$ cat config.mk
export PLATFORM = sky130hd
export DESIGN_NAME = cwd_top
export DESIGN_NICKNAME = d
export VERILOG_FILES = /design/src/core/cwd_pwrt.v /design/src/core/cwd_top.v
export VERILOG_INCLUDE_DIRS = /design/src /design/src/include
export SDC_FILE = /design/constraint.sdc
export NUM_CORES = 1
export LEC_CHECK = 0
export CAP_MARGIN = 20
export CORE_ASPECT_RATIO = 1.25
export CORE_MARGIN = 4
export CORE_UTILIZATION = 55
export DETAILED_ROUTE_END_ITERATION = 10
export DONT_BUFFER_PORTS = 1
export GPL_ROUTABILITY_DRIVEN = 0
export PLACE_DENSITY_LB_ADDON = 0.3
export SLEW_MARGIN = 40
export SYNTH_ARGS = -nofsm -noshare
export SYNTH_HDL_FRONTEND = slang
export SYNTH_HIERARCHICAL = 1
export SYNTH_SLANG_ARGS = --single-unit
$ cat constraint.sdc
create_clock -name i_clk -period 6.6 [get_ports i_clk]
set_input_delay 1.32 -clock i_clk [delete_from_list [all_inputs] [get_ports i_clk]]
set_output_delay 1.32 -clock i_clk [all_outputs]
set_load 0.01 [all_outputs]
$ cat src/include/cwd_consts.vh
// Purpose: Constants for the configuration word decoder
// Assumes: 25 MHz system clock, 16-bit configuration words
// Notes: Word indices match the stored word offsets; byte address is four times the index
`ifndef CWD_CONSTS_VH
`define CWD_CONSTS_VH

`define CWD_IDX_CFG2 16'h8008
`define CWD_IDX_CFG3 16'h8009
`define CWD_IDX_CTRL 16'h8010
`define CWD_IDX_STAT 16'h8011
`define CWD_IDX_PPS 16'h8012
`define CWD_IDX_WDT 16'h8013
`define CWD_ERASED 16'hFFFF

`define CWD_B_DEBUG 13
`define CWD_B_STACK 12
`define CWD_B_PPS1W 11
`define CWD_B_ZC_DIS 10
`define CWD_B_BOR_LVL 9
`define CWD_B_DACAUTO 8
`define CWD_F_BOR_MODE_HI 7
`define CWD_F_BOR_MODE_LO 6
`define CWD_F_PWRT_HI 2
`define CWD_F_PWRT_LO 1
`define CWD_B_MCLR_EN 0

`define CWD_F_WCCS_HI 13
`define CWD_F_WCCS_LO 11
`define CWD_F_WCWS_HI 10
`define CWD_F_WCWS_LO 8
`define CWD_F_WDOG_MODE_HI 6
`define CWD_F_WDOG_MODE_LO 5
`define CWD_F_WCPS_HI 4
`define CWD_F_WCPS_LO 0

`define CWD_EXT_HS 3'h2
`define CWD_EXT_XT 3'h1
`define CWD_EXT_LP 3'h0
`define CWD_CCS_SW 3'h7
`define CWD_WIN_SW 3'h7
`define CWD_WIN_OPEN_MIN 3'h6
`define CWD_CPS_SW 5'h1F
`define CWD_PS_DEFAULT 5'h0B
`define CWD_MODE_ON 2'h3
`define CWD_MODE_AWAKE 2'h2
`define CWD_MODE_SW 2'h1
`define CWD_MODE_OFF 2'h0

`define CWD_CLK_MHZ 25
`define CWD_PWRT_LONG_MS 64
`define CWD_PWRT_MID_MS 16
`define CWD_PWRT_SHORT_MS 1

`endif

$ cat src/core/cwd_pwrt.v
// Purpose: Power-up delay counter selected by configuration
// Assumes: i_start pulses once when the configuration is latched
// Notes: Counts are parameters so a bench can shorten them
`timescale 1ns/1ns
`include "cwd_consts.vh"
module cwd_pwrt #(
  parameter [23:0] LONG_CYC = `CWD_PWRT_LONG_MS * `CWD_CLK_MHZ * 1000,
  parameter [23:0] MID_CYC = `CWD_PWRT_MID_MS * `CWD_CLK_MHZ * 1000,
  parameter [23:0] SHORT_CYC = `CWD_PWRT_SHORT_MS * `CWD_CLK_MHZ * 1000
) (
  input wire i_clk,
  input wire i_srst,
  input wire i_ce,
  input wire i_start,
  input wire [1:0] i_sel,
  output reg o_done
);
  reg [23:0] cnt_r;
  reg run_r;
  always @(posedge i_clk) begin
    if (i_srst) begin
      cnt_r <= 24'h000000;
      run_r <= 1'b0;
      o_done <= 1'b0;
    end else if (i_ce) begin
      if (i_start) begin
        o_done <= 1'b0;
        run_r <= 1'b1;
        case (i_sel)
          2'h3: cnt_r <= 24'h000000;
          2'h2: cnt_r <= LONG_CYC - 24'h000001;
          2'h1: cnt_r <= MID_CYC - 24'h000001;
          default: cnt_r <= SHORT_CYC - 24'h000001;
        endcase
      end else if (run_r) begin
        if (cnt_r == 24'h000000) begin
          run_r <= 1'b0;
          o_done <= 1'b1;
        end else begin
          cnt_r <= cnt_r - 24'h000001;
        end
      end
    end
  end
endmodule

$ cat src/core/cwd_top.v
// Purpose: Decode configuration words two and three into static controls
// Assumes: Classic Wishbone slave, 32-bit data, byte address = 4 * index
// Notes: Words are latched from the stored image while reset is held
// Function
// - External oscillator code 010 HS, 001 XT, 000 LP crystal
// - Debugger enable bit 13 is active low; keep 1 normally
// - Stack fault reset bit gates stack faults into device reset
// - One-way option: lock sets once; otherwise set and clear after unlock
// - Zero-cross disable 1 needs software enable; 0 forces detector on
// - Brown-out level bit picks 1.9V when 1, 2.65V when 0
// - DAC auto bit 1 uses range bit; 0 hardware picks range
// - Brown-out mode 11 on, 10 awake only, 01 software, 00 off
// - Power-up delay 11 none, 10 64 ms, 01 16 ms, 00 1 ms
// - Reset pin is master clear under low-voltage programming or enable bit
// - Watchdog clock 111 software, 010 secondary, 001 mid, 000 low osc
// - Window codes set closed percent; 111 software changeable; low codes keyed
// - Watchdog mode 11 on, 10 awake, 01 software, 00 off
// - Period code 11111 resets runtime period to 01011, software changeable
`timescale 1ns/1ns
`include "cwd_consts.vh"
module cwd_top (
  input wire i_clk,
  input wire i_srst,
  input wire i_ce,
  input wire [15:0] i_cfg2_img,
  input wire [15:0] i_cfg3_img,
  input wire [2:0] i_ext_osc_mode_sel,
  input wire i_low_volt_prog_en,
  input wire i_stack_fault,
  input wire i_sleep,
  input wire i_wb_cyc,
  input wire i_wb_stb,
  input wire i_wb_we,
  input wire [17:0] i_wb_adr,
  input wire [3:0] i_wb_sel,
  input wire [31:0] i_wb_dat,
  output reg [31:0] o_wb_dat,
  output reg o_wb_ack,
  output reg [1:0] o_ext_osc_kind,
  output reg o_debug_en,
  output reg o_stack_reset,
  output reg o_pin_select_locked,
  output reg o_zero_cross_on,
  output reg o_brownout_high_level,
  output reg o_dac_range_manual,
  output reg o_dac_range,
  output reg o_brownout_en,
  output reg o_mclr_pin_is_reset,
  output reg o_powerup_done,
  output reg o_watchdog_en,
  output reg [2:0] o_watchdog_clock,
  output reg [2:0] o_watchdog_window,
  output reg [4:0] o_watchdog_runtime_period
);
  reg [15:0] cfg2_r;
  reg [15:0] cfg3_r;
  reg [2:0] ext_r;
  reg low_volt_prog_en_r;
  reg fault_s1_r;
  reg fault_s2_r;
  reg sleep_s1_r;
  reg sleep_s2_r;
  reg srst_d_r;
  reg pps_unlock_r;
  reg pps_lock_r;
  reg pps_once_r;
  reg zero_cross_sw_enable_r;
  reg zero_cross_module_disable_r;
  reg brownout_sw_enable_r;
  reg dac_range_bit_r;
  reg watchdog_sw_enable_r;
  reg [2:0] wdt_clk_sw_r;
  reg [2:0] wdt_win_r;
  reg [4:0] wdt_ps_r;
  reg key_r;
  wire [15:0] idx = i_wb_adr[17:2];
  wire acc = i_wb_cyc & i_wb_stb & ~o_wb_ack;
  wire wr = acc & i_wb_we & i_wb_sel[0];
  wire wr_hi = acc & i_wb_we & i_wb_sel[1];
  wire pwrt_done;
  wire [1:0] bor_mode = cfg2_r[`CWD_F_BOR_MODE_HI:`CWD_F_BOR_MODE_LO];
  wire [1:0] wdt_mode = cfg3_r[`CWD_F_WDOG_MODE_HI:`CWD_F_WDOG_MODE_LO];
  wire [2:0] ccs = cfg3_r[`CWD_F_WCCS_HI:`CWD_F_WCCS_LO];
  wire [2:0] cws = cfg3_r[`CWD_F_WCWS_HI:`CWD_F_WCWS_LO];
  wire [4:0] cps = cfg3_r[`CWD_F_WCPS_HI:`CWD_F_WCPS_LO];
  wire start = srst_d_r & ~i_srst;
  reg [31:0] rd_nxt;

  cwd_pwrt u_pwrt (
    .i_clk(i_clk),
    .i_srst(i_srst),
    .i_ce(i_ce),
    .i_start(start),
    .i_sel(cfg2_r[`CWD_F_PWRT_HI:`CWD_F_PWRT_LO]),
    .o_done(pwrt_done)
  );

  // Latch words while reset is held; synchronous reset only takes constants
  always @(posedge i_clk) begin
    if (i_ce) begin
      srst_d_r <= i_srst;
      fault_s1_r <= i_stack_fault;
      fault_s2_r <= fault_s1_r;
      sleep_s1_r <= i_sleep;
      sleep_s2_r <= sleep_s1_r;
      if (i_srst) begin
        cfg2_r <= i_cfg2_img;
        cfg3_r <= i_cfg3_img;
        ext_r <= i_ext_osc_mode_sel;
        low_volt_prog_en_r <= i_low_volt_prog_en;
      end
    end
  end

  // Software-side control registers
  always @(posedge i_clk) begin
    if (i_srst) begin
      pps_unlock_r <= 1'b0;
      pps_lock_r <= 1'b0;
      pps_once_r <= 1'b0;
      zero_cross_sw_enable_r <= 1'b0;
      zero_cross_module_disable_r <= 1'b0;
      brownout_sw_enable_r <= 1'b1;
      dac_range_bit_r <= 1'b0;
      watchdog_sw_enable_r <= 1'b0;
      wdt_clk_sw_r <= 3'h0;
      wdt_win_r <= 3'h7;
      wdt_ps_r <= 5'h00;
      key_r <= 1'b0;
    end else if (i_ce) begin
      if (start) begin
        wdt_win_r <= (cws >= `CWD_WIN_OPEN_MIN) ? 3'h7 : cws;
        wdt_ps_r <= (cps == `CWD_CPS_SW) ? `CWD_PS_DEFAULT : cps;
      end
      if (wr && idx == `CWD_IDX_PPS) begin
        pps_unlock_r <= i_wb_dat[2];
        if (pps_unlock_r && !(pps_once_r && cfg2_r[`CWD_B_PPS1W])) begin
          pps_lock_r <= i_wb_dat[0];
          if (i_wb_dat[0])
            pps_once_r <= 1'b1;
        end
      end else if (wr && idx == `CWD_IDX_CTRL) begin
        zero_cross_sw_enable_r <= i_wb_dat[0];
        zero_cross_module_disable_r <= i_wb_dat[1];
        brownout_sw_enable_r <= i_wb_dat[2];
        dac_range_bit_r <= i_wb_dat[3];
        watchdog_sw_enable_r <= i_wb_dat[4];
      end else if (wr && idx == `CWD_IDX_WDT) begin
        key_r <= i_wb_dat[7];
        if (ccs == `CWD_CCS_SW)
          wdt_clk_sw_r <= i_wb_dat[2:0];
        if (cps == `CWD_CPS_SW && wr_hi)
          wdt_ps_r <= i_wb_dat[12:8];
        if (cws == `CWD_WIN_SW || (cws <= 3'h3 && key_r))
          wdt_win_r <= i_wb_dat[6:4];
      end
    end
  end

  // Register reads
  always @* begin
    rd_nxt = 32'h00000000;
    if (idx == `CWD_IDX_CFG2)
      rd_nxt = {16'h0000, cfg2_r};
    else if (idx == `CWD_IDX_CFG3)
      rd_nxt = {16'h0000, cfg3_r};
    else if (idx == `CWD_IDX_CTRL)
      rd_nxt = {27'h0000000, watchdog_sw_enable_r, dac_range_bit_r, brownout_sw_enable_r,
                zero_cross_module_disable_r, zero_cross_sw_enable_r};
    else if (idx == `CWD_IDX_STAT)
      rd_nxt = {25'h0000000, o_watchdog_en, o_brownout_en, o_powerup_done,
                o_mclr_pin_is_reset, o_zero_cross_on, pps_once_r, pps_lock_r};
    else if (idx == `CWD_IDX_PPS)
      rd_nxt = {29'h00000000, pps_unlock_r, 1'b0, pps_lock_r};
    else if (idx == `CWD_IDX_WDT)
      rd_nxt = {19'h00000, wdt_ps_r, key_r, wdt_win_r, 1'b0, o_watchdog_clock};
  end

  // Bus answer and decoded outputs
  always @(posedge i_clk) begin
    if (i_srst) begin
      o_wb_ack <= 1'b0;
      o_wb_dat <= 32'h00000000;
      o_ext_osc_kind <= 2'h3;
      o_debug_en <= 1'b0;
      o_stack_reset <= 1'b0;
      o_pin_select_locked <= 1'b0;
      o_zero_cross_on <= 1'b0;
      o_brownout_high_level <= 1'b0;
      o_dac_range_manual <= 1'b1;
      o_dac_range <= 1'b0;
      o_brownout_en <= 1'b0;
      o_mclr_pin_is_reset <= 1'b1;
      o_powerup_done <= 1'b0;
      o_watchdog_en <= 1'b0;
      o_watchdog_clock <= 3'h7;
      o_watchdog_window <= 3'h7;
      o_watchdog_runtime_period <= 5'h00;
    end else if (i_ce) begin
      o_wb_ack <= acc;
      o_wb_dat <= acc ? rd_nxt : 32'h00000000;
      if (ext_r == `CWD_EXT_HS)
        o_ext_osc_kind <= 2'h2;
      else if (ext_r == `CWD_EXT_XT)
        o_ext_osc_kind <= 2'h1;
      else if (ext_r == `CWD_EXT_LP)
        o_ext_osc_kind <= 2'h0;
      else
        o_ext_osc_kind <= 2'h3;
      o_debug_en <= ~cfg2_r[`CWD_B_DEBUG];
      o_stack_reset <= cfg2_r[`CWD_B_STACK] & fault_s2_r;
      o_pin_select_locked <= pps_lock_r;
      o_zero_cross_on <= cfg2_r[`CWD_B_ZC_DIS] ? zero_cross_sw_enable_r : 1'b1;
      o_brownout_high_level <= ~cfg2_r[`CWD_B_BOR_LVL];
      o_dac_range_manual <= cfg2_r[`CWD_B_DACAUTO];
      o_dac_range <= cfg2_r[`CWD_B_DACAUTO] ? dac_range_bit_r : 1'b0;
      case (bor_mode)
        `CWD_MODE_ON: o_brownout_en <= 1'b1;
        `CWD_MODE_AWAKE: o_brownout_en <= ~sleep_s2_r;
        `CWD_MODE_SW: o_brownout_en <= brownout_sw_enable_r;
        default: o_brownout_en <= 1'b0;
      endcase
      o_mclr_pin_is_reset <= low_volt_prog_en_r | cfg2_r[`CWD_B_MCLR_EN];
      o_powerup_done <= pwrt_done;
      case (wdt_mode)
        `CWD_MODE_ON: o_watchdog_en <= 1'b1;
        `CWD_MODE_AWAKE: o_watchdog_en <= ~sleep_s2_r;
        `CWD_MODE_SW: o_watchdog_en <= watchdog_sw_enable_r;
        default: o_watchdog_en <= 1'b0;
      endcase
      o_watchdog_clock <= (ccs == `CWD_CCS_SW) ? wdt_clk_sw_r : ccs;
      o_watchdog_window <= wdt_win_r;
      o_watchdog_runtime_period <= wdt_ps_r;
    end
  end
endmodule

Word-level counts from Yosys, hierarchy flattened:

Cells that the tools add are included.

* add/sub/neg operators: 1
* magnitude comparators: 2
* equality and inequality tests: 21
* mux-type cells: 37
* bitwise operators: 15
* reduce and logical (&&, ||, !) cells: 22

Operators by type and width (number)
* 16-bit equality test, second input constant: 6
* 24-bit two-way mux: 3
* 21-bit case mux with 3 select lines: 1
* 13-bit two-way mux: 4
* 16-bit two-way mux: 2
* 32-bit two-way mux: 1
* 5-bit two-way mux: 6
* 24-bit logical NOT: 1
* 24-bit by 1-bit subtractor with 24-bit output, second input constant: 1
* 3-bit two-way mux: 7
* 2-bit equality test, second input constant: 6
* 3-bit AND reduction: 4
* 1-bit two-way mux: 8
* 4-bit AND reduction: 2
* 1-bit AND: 7
* 1-bit logical AND: 7
* 1-bit NOT: 7
* 2-bit by 1-bit equality test with 1-bit output, second input constant: 3
* 3-bit equality test, second input constant: 2
* 2-bit two-way mux: 3
* 1-bit case mux with 3 select lines: 2
* 5-bit equality test, second input constant: 1
* 5-bit AND reduction: 1
* 2-bit AND reduction: 2
* 10 further kinds: 11

* register bits after elaboration: 144
* input port bits: 98
* output and inout port bits: 57
* word-level logic and storage cells: 139

Logic depth before layout (Yosys ltp):

Gate-level depths: netlist of run 1.

* depth in word-level cells: 9
* mapped depth: 9
* depth with buffers taken out: 7

By module:

The synthesis of run 1 kept the hierarchy.

Modules (own cells, without submodules)
* cwd_top: times used 1, cells each 433, area each 4416.7 sq um
* cwd_pwrt: times used 1, cells each 211, area each 1626.6 sq um

Worst setup path after synthesis of run 1:

Ideal clock, no wire load.

* path type: input-to-reg
* start point: input i_ce
* end point: register cfg2_r[0], enable pin
* setup time: 0.397 ns
* arrival time: 2.782 ns
* required time: 6.203 ns
* path slack: 3.422 ns
* stages on the path: 3
* buffers on the path: 2
* cells stage by stage: clkbuf_1 -> buf_1 -> and2_1

* longest elaborated chain between the ends: 1

Ends and longest elaborated chain
* start: declaration: line cwd_top.v:24 `input wire i_ce,`
* 2-bit AND reduction (no source line)
* end signal: assignment: line cwd_top.v:107 `cfg2_r <= i_cfg2_img;`
* end: declaration: line cwd_top.v:55 `reg [15:0] cfg2_r;`

Every way passes these cells.
A chain may end at the register's enable or synchronous reset.

Worst setup path in the final report of run 1:

* start point: input i_srst
* end point: register u_pwrt.cnt_r[21]

* longest elaborated chain between the ends: 4

Ends and longest elaborated chain
* start: declaration: line cwd_top.v:23 `input wire i_srst,`
* 1-bit NOT *: line cwd_top.v:86 `wire start = srst_d_r & ~i_srst;`
* 1-bit AND *: line cwd_top.v:86
* net start: line cwd_top.v:86
* 2-bit != test (no source line) / 2-bit nonzero test (equally long branches)
* 3-bit AND reduction (no source line)
* end signal: assignment: line cwd_pwrt.v:32 `2'h1: cnt_r <= MID_CYC - 24'h000001;`
* end signal: assignment: line cwd_pwrt.v:33 `default: cnt_r <= SHORT_CYC - 24'h000001;`
* end signal: assignment: line cwd_pwrt.v:40 `cnt_r <= cnt_r - 24'h000001;`
* end: declaration: line cwd_pwrt.v:18 `reg [23:0] cnt_r;`

The timed path passes the listed nets; every way through them passes the cells marked *.

==> results of run 1 <==
layout by cell type, fill, tap and decap left out, drive strengths merged, types with 6 or more instances in the layout:
master / netlist / final
o21ai: 52 / 52
nor3: 18 / 18
dfxtp: 87 / 87
ha: 6 / 6
inv: 17 / 18
o211ai: 11 / 11
nand3: 16 / 16
a21oi: 46 / 46
nor4: 14 / 14
mux2i: 19 / 19
or3: 8 / 8
clkinv: 1 / 8
and3: 6 / 6
nand2b: 22 / 22
edfxtp: 41 / 41
a22o: 7 / 7
nor2b: 6 / 6
nand4: 6 / 6
clkbuf: 21 / 19
nand2: 67 / 67
and2: 6 / 6
or4: 11 / 11
conb: 1 / 16
nor2: 53 / 53
a31oi: 7 / 7
worst max-delay path by stage:
stage / from / endpoint / slack (ns) / cells after the start
after floorplan: i_ce / cfg2_r[0]$_DFFE_PP_ / 3.42 / 3
after global placement: i_srst / u_pwrt/cnt_r[15]$_SDFFE_PP0P_ / 2.95 / 7
after detailed placement: i_srst / u_pwrt/cnt_r[15]$_SDFFE_PP0P_ / 3.22 / 7
after CTS: i_srst / u_pwrt/cnt_r[15]$_SDFFE_PP0P_ / 3.63 / 7
after global routing: i_srst / u_pwrt/cnt_r[15]$_SDFFE_PP0P_ / 3.33 / 8
final: i_srst / u_pwrt/cnt_r[21]$_SDFFE_PP0P_ / 3.48 / 8
registers in the layout, indices dropped and copies added, names as in the netlist, 5 cells and up:
register	cells
cfg2_r	16
cfg3_r	16
o_watchdog_runtime_period	5
o_wb_dat	16
u_pwrt/cnt_r	24
wdt_ps_r	5
final cells by class:
| class | instances | share of cell area |
|---|---|---|
| Clock buffer | 19 | 0.0660 |
| Clock inverter | 13 | 0.0149 |
| Inverter | 18 | 0.0103 |
| Multi-Input combinational cell | 466 | 0.428 |
| Sequential cell | 128 | 0.453 |
| Tap cell | 132 | 0.0252 |
| Timing Repair Buffer | 2 | 0.00286 |
stage by stage:
stage / instances / power, mW / hold slack [ns] / cell area, um2
final: 778 / 2.28 / 0.425 / 6560
after global routing: 778 / 2.39 / 0.445 / 6560
after CTS: 777 / 2.27 / 0.430 / 6550
after detailed placement: 745 / 1.44 / 0.418 / 6020
after global placement: 745 / 1.41 / 0.408 / 6010
after floorplan: 659 / 1.35 / 0.400 / 6100
cell families after synthesis:
family / share of synthesized area
xor gates and xnor gates: 0.00145
buffers and inverters: 0.0542
muxes: 0.0389
adders and majority gates: 0.0124
DFF: 0.492
other: 0.000621
and+or+nand+nor: 0.219
AOI/OAI and AO/OA: 0.181
power by group through the flow:
stage               Clock [mW]  Combinational [mW]  Sequential, mW
global route             0.890               0.556           0.943
detailed placement           0               0.485           0.951
finish                   0.837               0.503           0.937
CTS                      0.846               0.490           0.934
global placement             0               0.467           0.946
floorplan                    0               0.421           0.927
worst register-to-register path: stages, from the launching register on:
cell     delay (ns)
dfxtp_1        0.34
inv_1          0.11
ha_1           0.16
or4b_2         0.58
or4_4          0.48
o31ai_4        0.47
buf_6          0.23
o21ai_0        0.13
a21oi_1        0.16
routing by layer:
metal	global-route usage	vias to the layer above	wire length, um
li1	-	2319	-
met1	0.284	2348	5930
met2	0.425	243	8290
met3	0.0691	38	1270
met4	0.125	0	652
met5	0	-	0
==> flow_metrics.tcl, run 1 <==
set metrics [dict create \
    post_cts_resized 0 \
    timing.reg2reg.worst_path_depth 8 \
    drive_above_1_share 0.0820 \
    htree_num_levels 4 \
    timing.critical_path.slowest_cell_delay_ns 0.50 \
    grt_overflow 0 \
    sequential_cell_fraction_of_total_power 0.411 \
    hp-start "fault_s1_r$_DFFE_PP_" \
    clk_transition_reported_paths_ns 0.05 \
    antenna-diode-count 0 \
    drt-vias-per-instance 6.36 \
    synth_top_cells_by_area "dfxtp_1, edfxtp_1, nand2_1" \
    cts_tree "yes" \
    worst-endpoint-required_ns 6.94 \
    die_area_um2 12700 \
    preCtsSetupSlack_ns 3.22 \
    grt_antenna_before_repair 0 \
    totalNegativeSetupSlack_ns 0 \
    crit_path_max_delay_cell_type "inv_2" \
    initial_utilization 0.567 \
    final_core_utilization 0.615 \
    synthCells 644 \
    clock_power_share 0.368 \
    largest_net_degree_at_the_start_of_global_routing 76 \
    post-dp-hpwl_mm 11.4 \
    io_buffers 0 \
    worstPathCellList "nand2b_1, inv_2, o21ai_0, inv_1, o31ai_4, buf_6, or4_1, a21oi_1" \
    final_period_minus_worst_setup_slack_ns 3.12 \
    critical_path_class "in2reg" \
    switching_share 0.309 \
    first_iter_violations 340 \
    cell_area_after_synthesis_um2 6040 \
    report.final.hold_viol_count 0 \
    grt_setup_unrepaired "no" \
    drt_first_pass_iters 4 \
    cts_hold_buf 0 \
    outcome "finished, final reports clean" \
    final_worst_slack_ns 3.48 \
    critPathMaxFanout 75 \
    worst_slew_pin_slew_ns 0.707 \
    coreArea_um2 10700 \
    clock-root-buffer "clkbuf_16" \
    p_sw_mw 0.704 \
    synth.ff_latch_count 128 \
    die_width_um 102 \
    num_io_pins 155 \
    yosysWarnings 6 \
    r2r_setup_slack_ns 3.87 \
    first_pass_grt_wire_length_mm 24.8 \
    async_flop_share 0 \
    endpoint_of_the_worst_hold_path "fault_s2_r$_DFFE_PP_" \
    detail_route.drc_violations 0 \
    crit_path_buffers_inverters 3 \
    worstHoldPathType "reg2reg" \
    p_per_area_nw_per_um2 347 \
    timing.final.setup_violations 0 \
    netlist_top_cells_count "dfxtp_1, nand2_1, nor2_1, o21ai_0, a21oi_1" \
    cts_made_buffers 17 \
    synthToLayoutAreaGrowth_pct 8.59 \
    r2r_start "u_pwrt/cnt_r[0]$_SDFFE_PP0P_" \
    critical_path.top_delay_family "buffers and inverters" \
    post_cts_setup_buffers 0 \
    power_frac_comb 0.221 \
    regToRegEndpoint "u_pwrt/cnt_r[18]$_SDFFE_PP0P_" \
    drv.max_cap_violation_count 0 \
    power_report.internal_total_mw 1.57 \
    synth-edff-count 41 \
    worst_slew_margin_rel 0.522 \
    fillers 922 \
    routed-via-count 4948 \
    crit_path_dat_ns 3.45 \
    post-route-period-util 0.472 \
    final-max-slew-violation-count 0 \
    wirelength_mm 16.1 \
    register_area_share_after_synthesis 0.492 \
    fmaxAchievable_ghz 0.321 \
    critical_path.endpoint_type "flop" \
    synthMostInstantiatedCell "dfxtp_1" \
    worst_skew_pair.late_latency_ns 0.41 \
    total_number_of_clock_tree_sinks 128 \
    share_of_the_synthesized_area_in_the_top_cell_type 0.288 \
    min_path_cells 0 \
    synth.largest_area_cell "dfxtp_1" \
    clock_tree_skew_after_final_layout_ns 0.00668 \
    die_h_um 125 \
    final_antenna_net_count 0 \
    finalNetCount 737 \
    ctsLongestPathBuffers 2 \
    ys_dominant_reg_cell "dfxtp_1" \
    vias_in_the_first_global_route 4780 \
    wl_per_cell_um 20.7 \
    floorplan.rows 42 \
    synth_cell_type_count 69 \
    worst_ir_drop_vdd_mv 0.220 \
    regArea_um2 2970 \
    multi_input_area_um2 2810 \
    synth.avg_cell_area_um2 9.38 \
    p_leak_nw 2.48 \
    groute.usage.overall 0.250 \
    worstSetupStartpointType "input port" \
]
Note: power is estimated with default switching activity, not from simulation.
==> inputs of run 2 (changes only) <==
--- a/config.mk
+++ b/config.mk
@@ -6,6 +6,7 @@
 export SDC_FILE = /design/constraint.sdc
 export NUM_CORES = 1
 export LEC_CHECK = 0
+export ABC_AREA = 1
 export CAP_MARGIN = 20
 export CORE_ASPECT_RATIO = 1.25
 export CORE_MARGIN = 4
==> constraint.sdc (replaced) <==
create_clock -name i_clk -period 3.2 [get_ports i_clk]
set_input_delay 0.64 -clock i_clk [delete_from_list [all_inputs] [get_ports i_clk]]
set_output_delay 0.64 -clock i_clk [all_outputs]
set_load 0.01 [all_outputs]
==> run 2 against run 1 <==
Cell count is 25% higher. Via count is 11% higher. Clock power is 140% higher. Sequential share of layout area is 2.6 points lower. Power is 92% higher. Critical path type is now reg2reg. Largest power group is now clock.
==> flow_metrics.tcl, run 2 <==
set metrics [dict create \
    synthCells 826 \
    worst_skew_pair.late_latency_ns 0.42 \
    cts_tree "yes" \
    final_antenna_net_count 0 \
    final_worst_slack_ns 1.28 \
    total_power_mw 4.38 \
    detail_route.drc_violations 0 \
    io_buffers 0 \
    critPathMaxFanout 19 \
    ctsLongestPathBuffers 2 \
    r2r_setup_slack_ns 1.28 \
    synth_fa_ha_area_frac 0.0119 \
    finalNetCount 927 \
    synth.ff_latch_count 128 \
    grt_antenna_before_repair 0 \
    commonest_cells_after_routing_fill_and_taps_aside "nand2_1, nor2_1, dfxtp_1" \
    synth-edff-count 41 \
    largest_reg_flops 24 \
    preCtsSetupSlack_ns 1.15 \
    r2r_start "u_pwrt/cnt_r[0]$_SDFFE_PP0P_" \
    regMostFlops "u_pwrt/cnt_r" \
    critical_path_class "reg2reg" \
    cell_area_after_synthesis_um2 6320 \
    min_path_cells 1 \
    endpoint_of_the_worst_hold_path "u_pwrt/cnt_r[5]$_SDFFE_PP0P_" \
    wl_per_cell_um 17.1 \
    synthMostInstantiatedCell "nand2_1" \
    async_flop_share 0 \
    floorplan.rows 43 \
    synth_top_family_by_area "simple AND/OR/NAND/NOR gates" \
    drt_first_pass_iters 5 \
    clock-root-buffer "clkbuf_16" \
    synth.largest_area_cell "dfxtp_1" \
    grt_overflow 0 \
    timing.hold.ws_ns 0.286 \
    worst_slew_margin_rel 0.486 \
    routed-via-count 5501 \
    clk_transition_reported_paths_ns 0.05 \
    wirelength_mm 16.6 \
    timing.reg2reg.worst_path_depth 10 \
    worst_slew_pin_slew_ns 0.770 \
    yosysWarnings 6 \
    grt_setup_unrepaired "no" \
    register_area_share_after_synthesis 0.471 \
    clock_tree_skew_after_final_layout_ns 0.00716 \
    synthToLayoutAreaGrowth_pct 10.3 \
    worstSetupStartpointType "flop" \
    report.final.hold_viol_count 0 \
    die_width_um 104 \
    regToRegEndpoint "u_pwrt/cnt_r[19]$_SDFFE_PP0P_" \
    netlist_top_cells_count "nand2_1, nor2_1, dfxtp_1, inv_1, a21oi_1" \
    antenna-diode-count 0 \
    worst_ir_drop_vdd_mv 0.295 \
    groute.usage.overall 0.249 \
    crit_path_dat_ns 2.21 \
    yosys.area_share.simple 0.261 \
    cts_hold_buf 0 \
    critical_path.endpoint_type "flop" \
    cts_made_buffers 17 \
    final_period_minus_worst_setup_slack_ns 1.92 \
    drt-vias-per-instance 5.67 \
    synthXorXnorAreaFrac 0.0139 \
    vias_in_the_first_global_route 5303 \
    initial_utilization 0.565 \
    synth.avg_cell_area_um2 7.65 \
    post-dp-hpwl_mm 11.7 \
    first_iter_violations 430 \
    synth-compound-area-share 0.150 \
    worst-endpoint-required_ns 3.49 \
    timing.final.setup_violations 0 \
    fmaxAchievable_ghz 0.521 \
    post-route-period-util 0.600 \
    coreArea_um2 11200 \
    ys_dominant_reg_cell "dfxtp_1" \
    synth_cell_type_count 41 \
    worstHoldPathType "in2reg" \
    htree_num_levels 4 \
    num_io_pins 155 \
    synth_top_cells_by_area "dfxtp_1, edfxtp_1, nand2_1" \
    final-max-slew-violation-count 0 \
    die_h_um 128 \
    hp-start "i_srst" \
    post_cts_resized 0 \
    die_area_um2 13300 \
    p_per_area_nw_per_um2 629 \
    drive_above_1_share 0.0837 \
    first_pass_grt_wire_length_mm 26.3 \
    post_cts_setup_buffers 0 \
    p_leak_nw 3.03 \
    totalNegativeSetupSlack_ns 0 \
    outcome "finished, final reports clean" \
    drv.max_cap_violation_count 0 \
    yosys-mux-area-fraction 0 \
    share_of_the_synthesized_area_in_the_top_cell_type 0.276 \
    mostFrequentLayoutCell "nand2_1" \
    largest_net_degree_at_the_start_of_global_routing 55 \
    total_number_of_clock_tree_sinks 128 \
]
## run 2: worst max-delay path, stage by stage (launching register included)
cell	delay (ns)
dfxtp_1	0.32
inv_1	0.08
ha_1	0.23
nand3_1	0.09
nor2_1	0.06
nand3_2	0.08
nand2_2	0.06
nand2_2	0.29
inv_2	0.18
nor2_1	0.27
a21oi_1	0.12
## run 2: kinds of logic (layout without fill, tap and decap cells)
logic type | count (synthesis) | after routing
AOI/OAI and AO/OA | 177 | 177
xor gates and xnor gates | 10 | 10
other | 1 | 16
buffers and inverters | 133 | 128
adders and majority gates | 6 | 6
and+or+nand+nor | 371 | 371
DFF | 128 | 128
## run 2: how the worst max path moves through the flow
stage / to / slack [ns] / cells past startpoint / from
after floorplan: cfg2_r[0]$_DFFE_PP_ / 0.94 / 4 / i_ce
after global placement: u_pwrt/cnt_r[5]$_SDFFE_PP0P_ / 1.16 / 8 / i_srst
after detailed placement: o_wb_dat[6]$_SDFFE_PP0P_ / 1.15 / 9 / i_wb_adr[17]
after CTS: u_pwrt/cnt_r[6]$_SDFFE_PP0P_ / 1.30 / 10 / u_pwrt/cnt_r[0]$_SDFFE_PP0P_
after global routing: u_pwrt/cnt_r[20]$_SDFFE_PP0P_ / 1.11 / 9 / u_pwrt/cnt_r[16]$_SDFFE_PP0P_
final: u_pwrt/cnt_r[19]$_SDFFE_PP0P_ / 1.28 / 10 / u_pwrt/cnt_r[0]$_SDFFE_PP0P_
## run 2: layout make-up
class,instances,area [um2]
multi-input combinational,580,2820
fill,989,4230
inverter,91,342
clock inverter,13,186
clock buffer,19,443
timing repair buffer,5,37.5
tap,135,169
sequential,128,2970
## run 2: power by group
| group | internal, mW | total (mW) | switching (mW) |
|---|---|---|---|
| Combinational | 0.166 | 0.489 | 0.323 |
| Sequential | 1.77 | 1.85 | 0.0845 |
| Clock | 1.32 | 2.04 | 0.715 |
## run 2: stage by stage
stage               instance area, um2   util  instances
finish                            6970  0.622        971
global route                      6970  0.622        971
CTS                               6970  0.622        971
detailed placement                6340  0.566        939
global placement                  6340  0.566        939
floorplan                         6370      -        841
## run 2: metal layers
metal  up-vias  global-route usage  part of all wire
met5         -                   0                 0
met4         0               0.124             0.037
met3        44              0.0720             0.084
met2       256               0.438              0.50
met1      2529               0.277              0.38
li1       2672                   -                 -
==> inputs of run 3 (changes only) <==
==> constraint.sdc (replaced) <==
create_clock -name i_clk -period 1.9 [get_ports i_clk]
set_input_delay 0.38 -clock i_clk [delete_from_list [all_inputs] [get_ports i_clk]]
set_output_delay 0.38 -clock i_clk [all_outputs]
set_load 0.01 [all_outputs]
==> run 3 against run 2 <==
Sequential share of layout area shrank 0.60 points. Maximum frequency grew 4.2%. Clock skew is essentially flat. Global-route usage grew 0.90 points. Setup slack lost 1.2 ns. Count of clock-buffer cells in the layout shrank 1. Critical path type unchanged.
==> flow_metrics.tcl, run 3 (synthesized netlist as in run 2, its figures left out) <==
set metrics [dict create \
    multi_input_area_um2 2820 \
    regMostFlops "u_pwrt/cnt_r" \
    post_cts_setup_buffers 0 \
    endpoint_of_the_worst_hold_path "u_pwrt/cnt_r[10]$_SDFFE_PP0P_" \
    coreArea_um2 11200 \
    routed-via-count 5613 \
    total_number_of_clock_tree_sinks 128 \
    die_area_um2 13300 \
    regToRegEndpoint "u_pwrt/cnt_r[17]$_SDFFE_PP0P_" \
    mostFrequentLayoutCell "nand2_1" \
    report.final.hold_viol_count 0 \
    die_width_um 104 \
    r2r_setup_slack_ns 0.06 \
    final-max-slew-violation-count 0 \
    cts_hold_buf 0 \
    die_h_um 128 \
    worst_skew_pair.late_latency_ns 0.41 \
    outcome "finished, final reports clean" \
    cts_tree "yes" \
    postPlaceCellArea_um2 6440 \
    final_antenna_net_count 0 \
    grt_antenna_before_repair 1 \
    design_area_um2 7070 \
    wirelength_mm 16.9 \
    clock_tree_skew_after_final_layout_ns 0.00672 \
    groute.usage.overall 0.258 \
    worst-endpoint-required_ns 2.19 \
    vias_in_the_first_global_route 5484 \
    post-route-period-util 0.970 \
    hp-start "i_srst" \
    drive_above_1_share 0.0969 \
    timing.hold.ws_ns 0.0328 \
    drv.max_cap_violation_count 0 \
    post-dp-hpwl_mm 12.0 \
    worst_ir_drop_vdd_mv 0.707 \
    initial_utilization 0.565 \
    fillers 931 \
    critical_path_class "reg2reg" \
    largest_net_degree_at_the_start_of_global_routing 55 \
    clk_transition_reported_paths_ns 0.06 \
    min_path_cells 1 \
    finalNetCount 937 \
    detail_route.drc_violations 0 \
    commonest_cells_after_routing_fill_and_taps_aside "nand2_1, nor2_1, dfxtp_1" \
    final_period_minus_worst_setup_slack_ns 1.84 \
    htree_num_levels 4 \
    clock-root-buffer "clkbuf_16" \
    ctsLongestPathBuffers 2 \
    timing.final.setup_violations 0 \
    critical_path.endpoint_type "flop" \
    wl_per_cell_um 17.2 \
    io_buffers 0 \
    num_io_pins 155 \
    p_per_area_nw_per_um2 1040 \
    largest_reg_flops 24 \
    worst_slew_pin_slew_ns 0.530 \
    regArea_um2 2970 \
    synthToLayoutAreaGrowth_pct 11.8 \
    fmaxAchievable_ghz 0.543 \
    p_leak_nw 3.08 \
    r2r_start "u_pwrt/cnt_r[0]$_SDFFE_PP0P_" \
    timing.reg2reg.worst_path_depth 10 \
    crit_path_dat_ns 2.14 \
    first_pass_grt_wire_length_mm 27.1 \
    grt_overflow 0 \
    worst_slew_margin_rel 0.646 \
    worstHoldPathType "in2reg" \
    drt_first_pass_iters 5 \
    floorplan.rows 43 \
    cts_made_buffers 17 \
    grt_setup_unrepaired "yes" \
    worstSetupStartpointType "flop" \
    first_iter_violations 398 \
    critPathMaxFanout 13 \
    drt-vias-per-instance 5.72 \
]
-- run 3: timing repair --
item,CTS,global route
resized for setup,0,6
setup endpoints to repair,0,5
hold endpoints to repair,0,0
-- run 3: routing by layer --
metal	vias up	GRT usage	wire, um
met1	2570	0.279	6110
met4	0	0.142	734
met5	-	0	0
met3	53	0.0736	1430
li1	2702	-	-
met2	288	0.458	8590
-- run 3: cell type report --
type | count | share of cell area
antenna | 1 | 0.000354
clock buffer | 18 | 0.0607
clock inverter | 14 | 0.0267
inverter | 91 | 0.0489
multi-input combinational | 580 | 0.399
sequential | 128 | 0.421
tap | 135 | 0.0239
timing repair buffer | 15 | 0.0195
-- run 3: report_power, final --
group / switching, mW / leakage, nW / internal (mW) / total (mW)
clock: 1.20 / 0.288 / 2.19 / 3.39
sequential: 0.143 / 1.10 / 2.98 / 3.12
combinational: 0.561 / 1.69 / 0.296 / 0.858
total: 1.90 / 3.08 / 5.47 / 7.37
-- run 3: how the worst max path moves through the flow --
stage / endpoint / depth (start not counted) / slack, ns / from
after floorplan: cfg2_r[0]$_DFFE_PP_ / 4 / 0.17 / i_ce
after global placement: o_wb_dat[3]$_SDFFE_PP0P_ / 9 / 0.18 / i_wb_adr[17]
after detailed placement: o_wb_dat[1]$_SDFFE_PP0P_ / 11 / 0.11 / i_wb_adr[9]
after CTS: u_pwrt/cnt_r[14]$_SDFFE_PP0P_ / 10 / 0.08 / u_pwrt/cnt_r[0]$_SDFFE_PP0P_
after global routing: u_pwrt/cnt_r[17]$_SDFFE_PP0P_ / 10 / -0.001 / u_pwrt/cnt_r[0]$_SDFFE_PP0P_
final: u_pwrt/cnt_r[17]$_SDFFE_PP0P_ / 10 / 0.06 / u_pwrt/cnt_r[0]$_SDFFE_PP0P_
-- run 3: critical path, cell delays in order (launching register included) --
cell,delay [ns]
dfxtp_1,0.31
inv_1,0.13
ha_1,0.20
nand3_1,0.09
nor2_1,0.17
nand3_2,0.12
nand2_2,0.08
nand2_2,0.13
buf_4,0.23
o21ai_0,0.19
nor2_1,0.09
-- run 3: per-stage QoR --
step	cells	utilization	total power, mW	worst slack (ns)	TNS (ns)
after global placement	949	0.575	3.97	0.184	0
after CTS	981	0.631	7.37	0.0841	0
after detailed placement	949	0.575	4.01	0.114	0
after floorplan	841	-	3.83	0.169	0
after global routing	982	0.631	7.65	-0.00130	-0.00130
final	982	0.631	7.37	0.0568	0
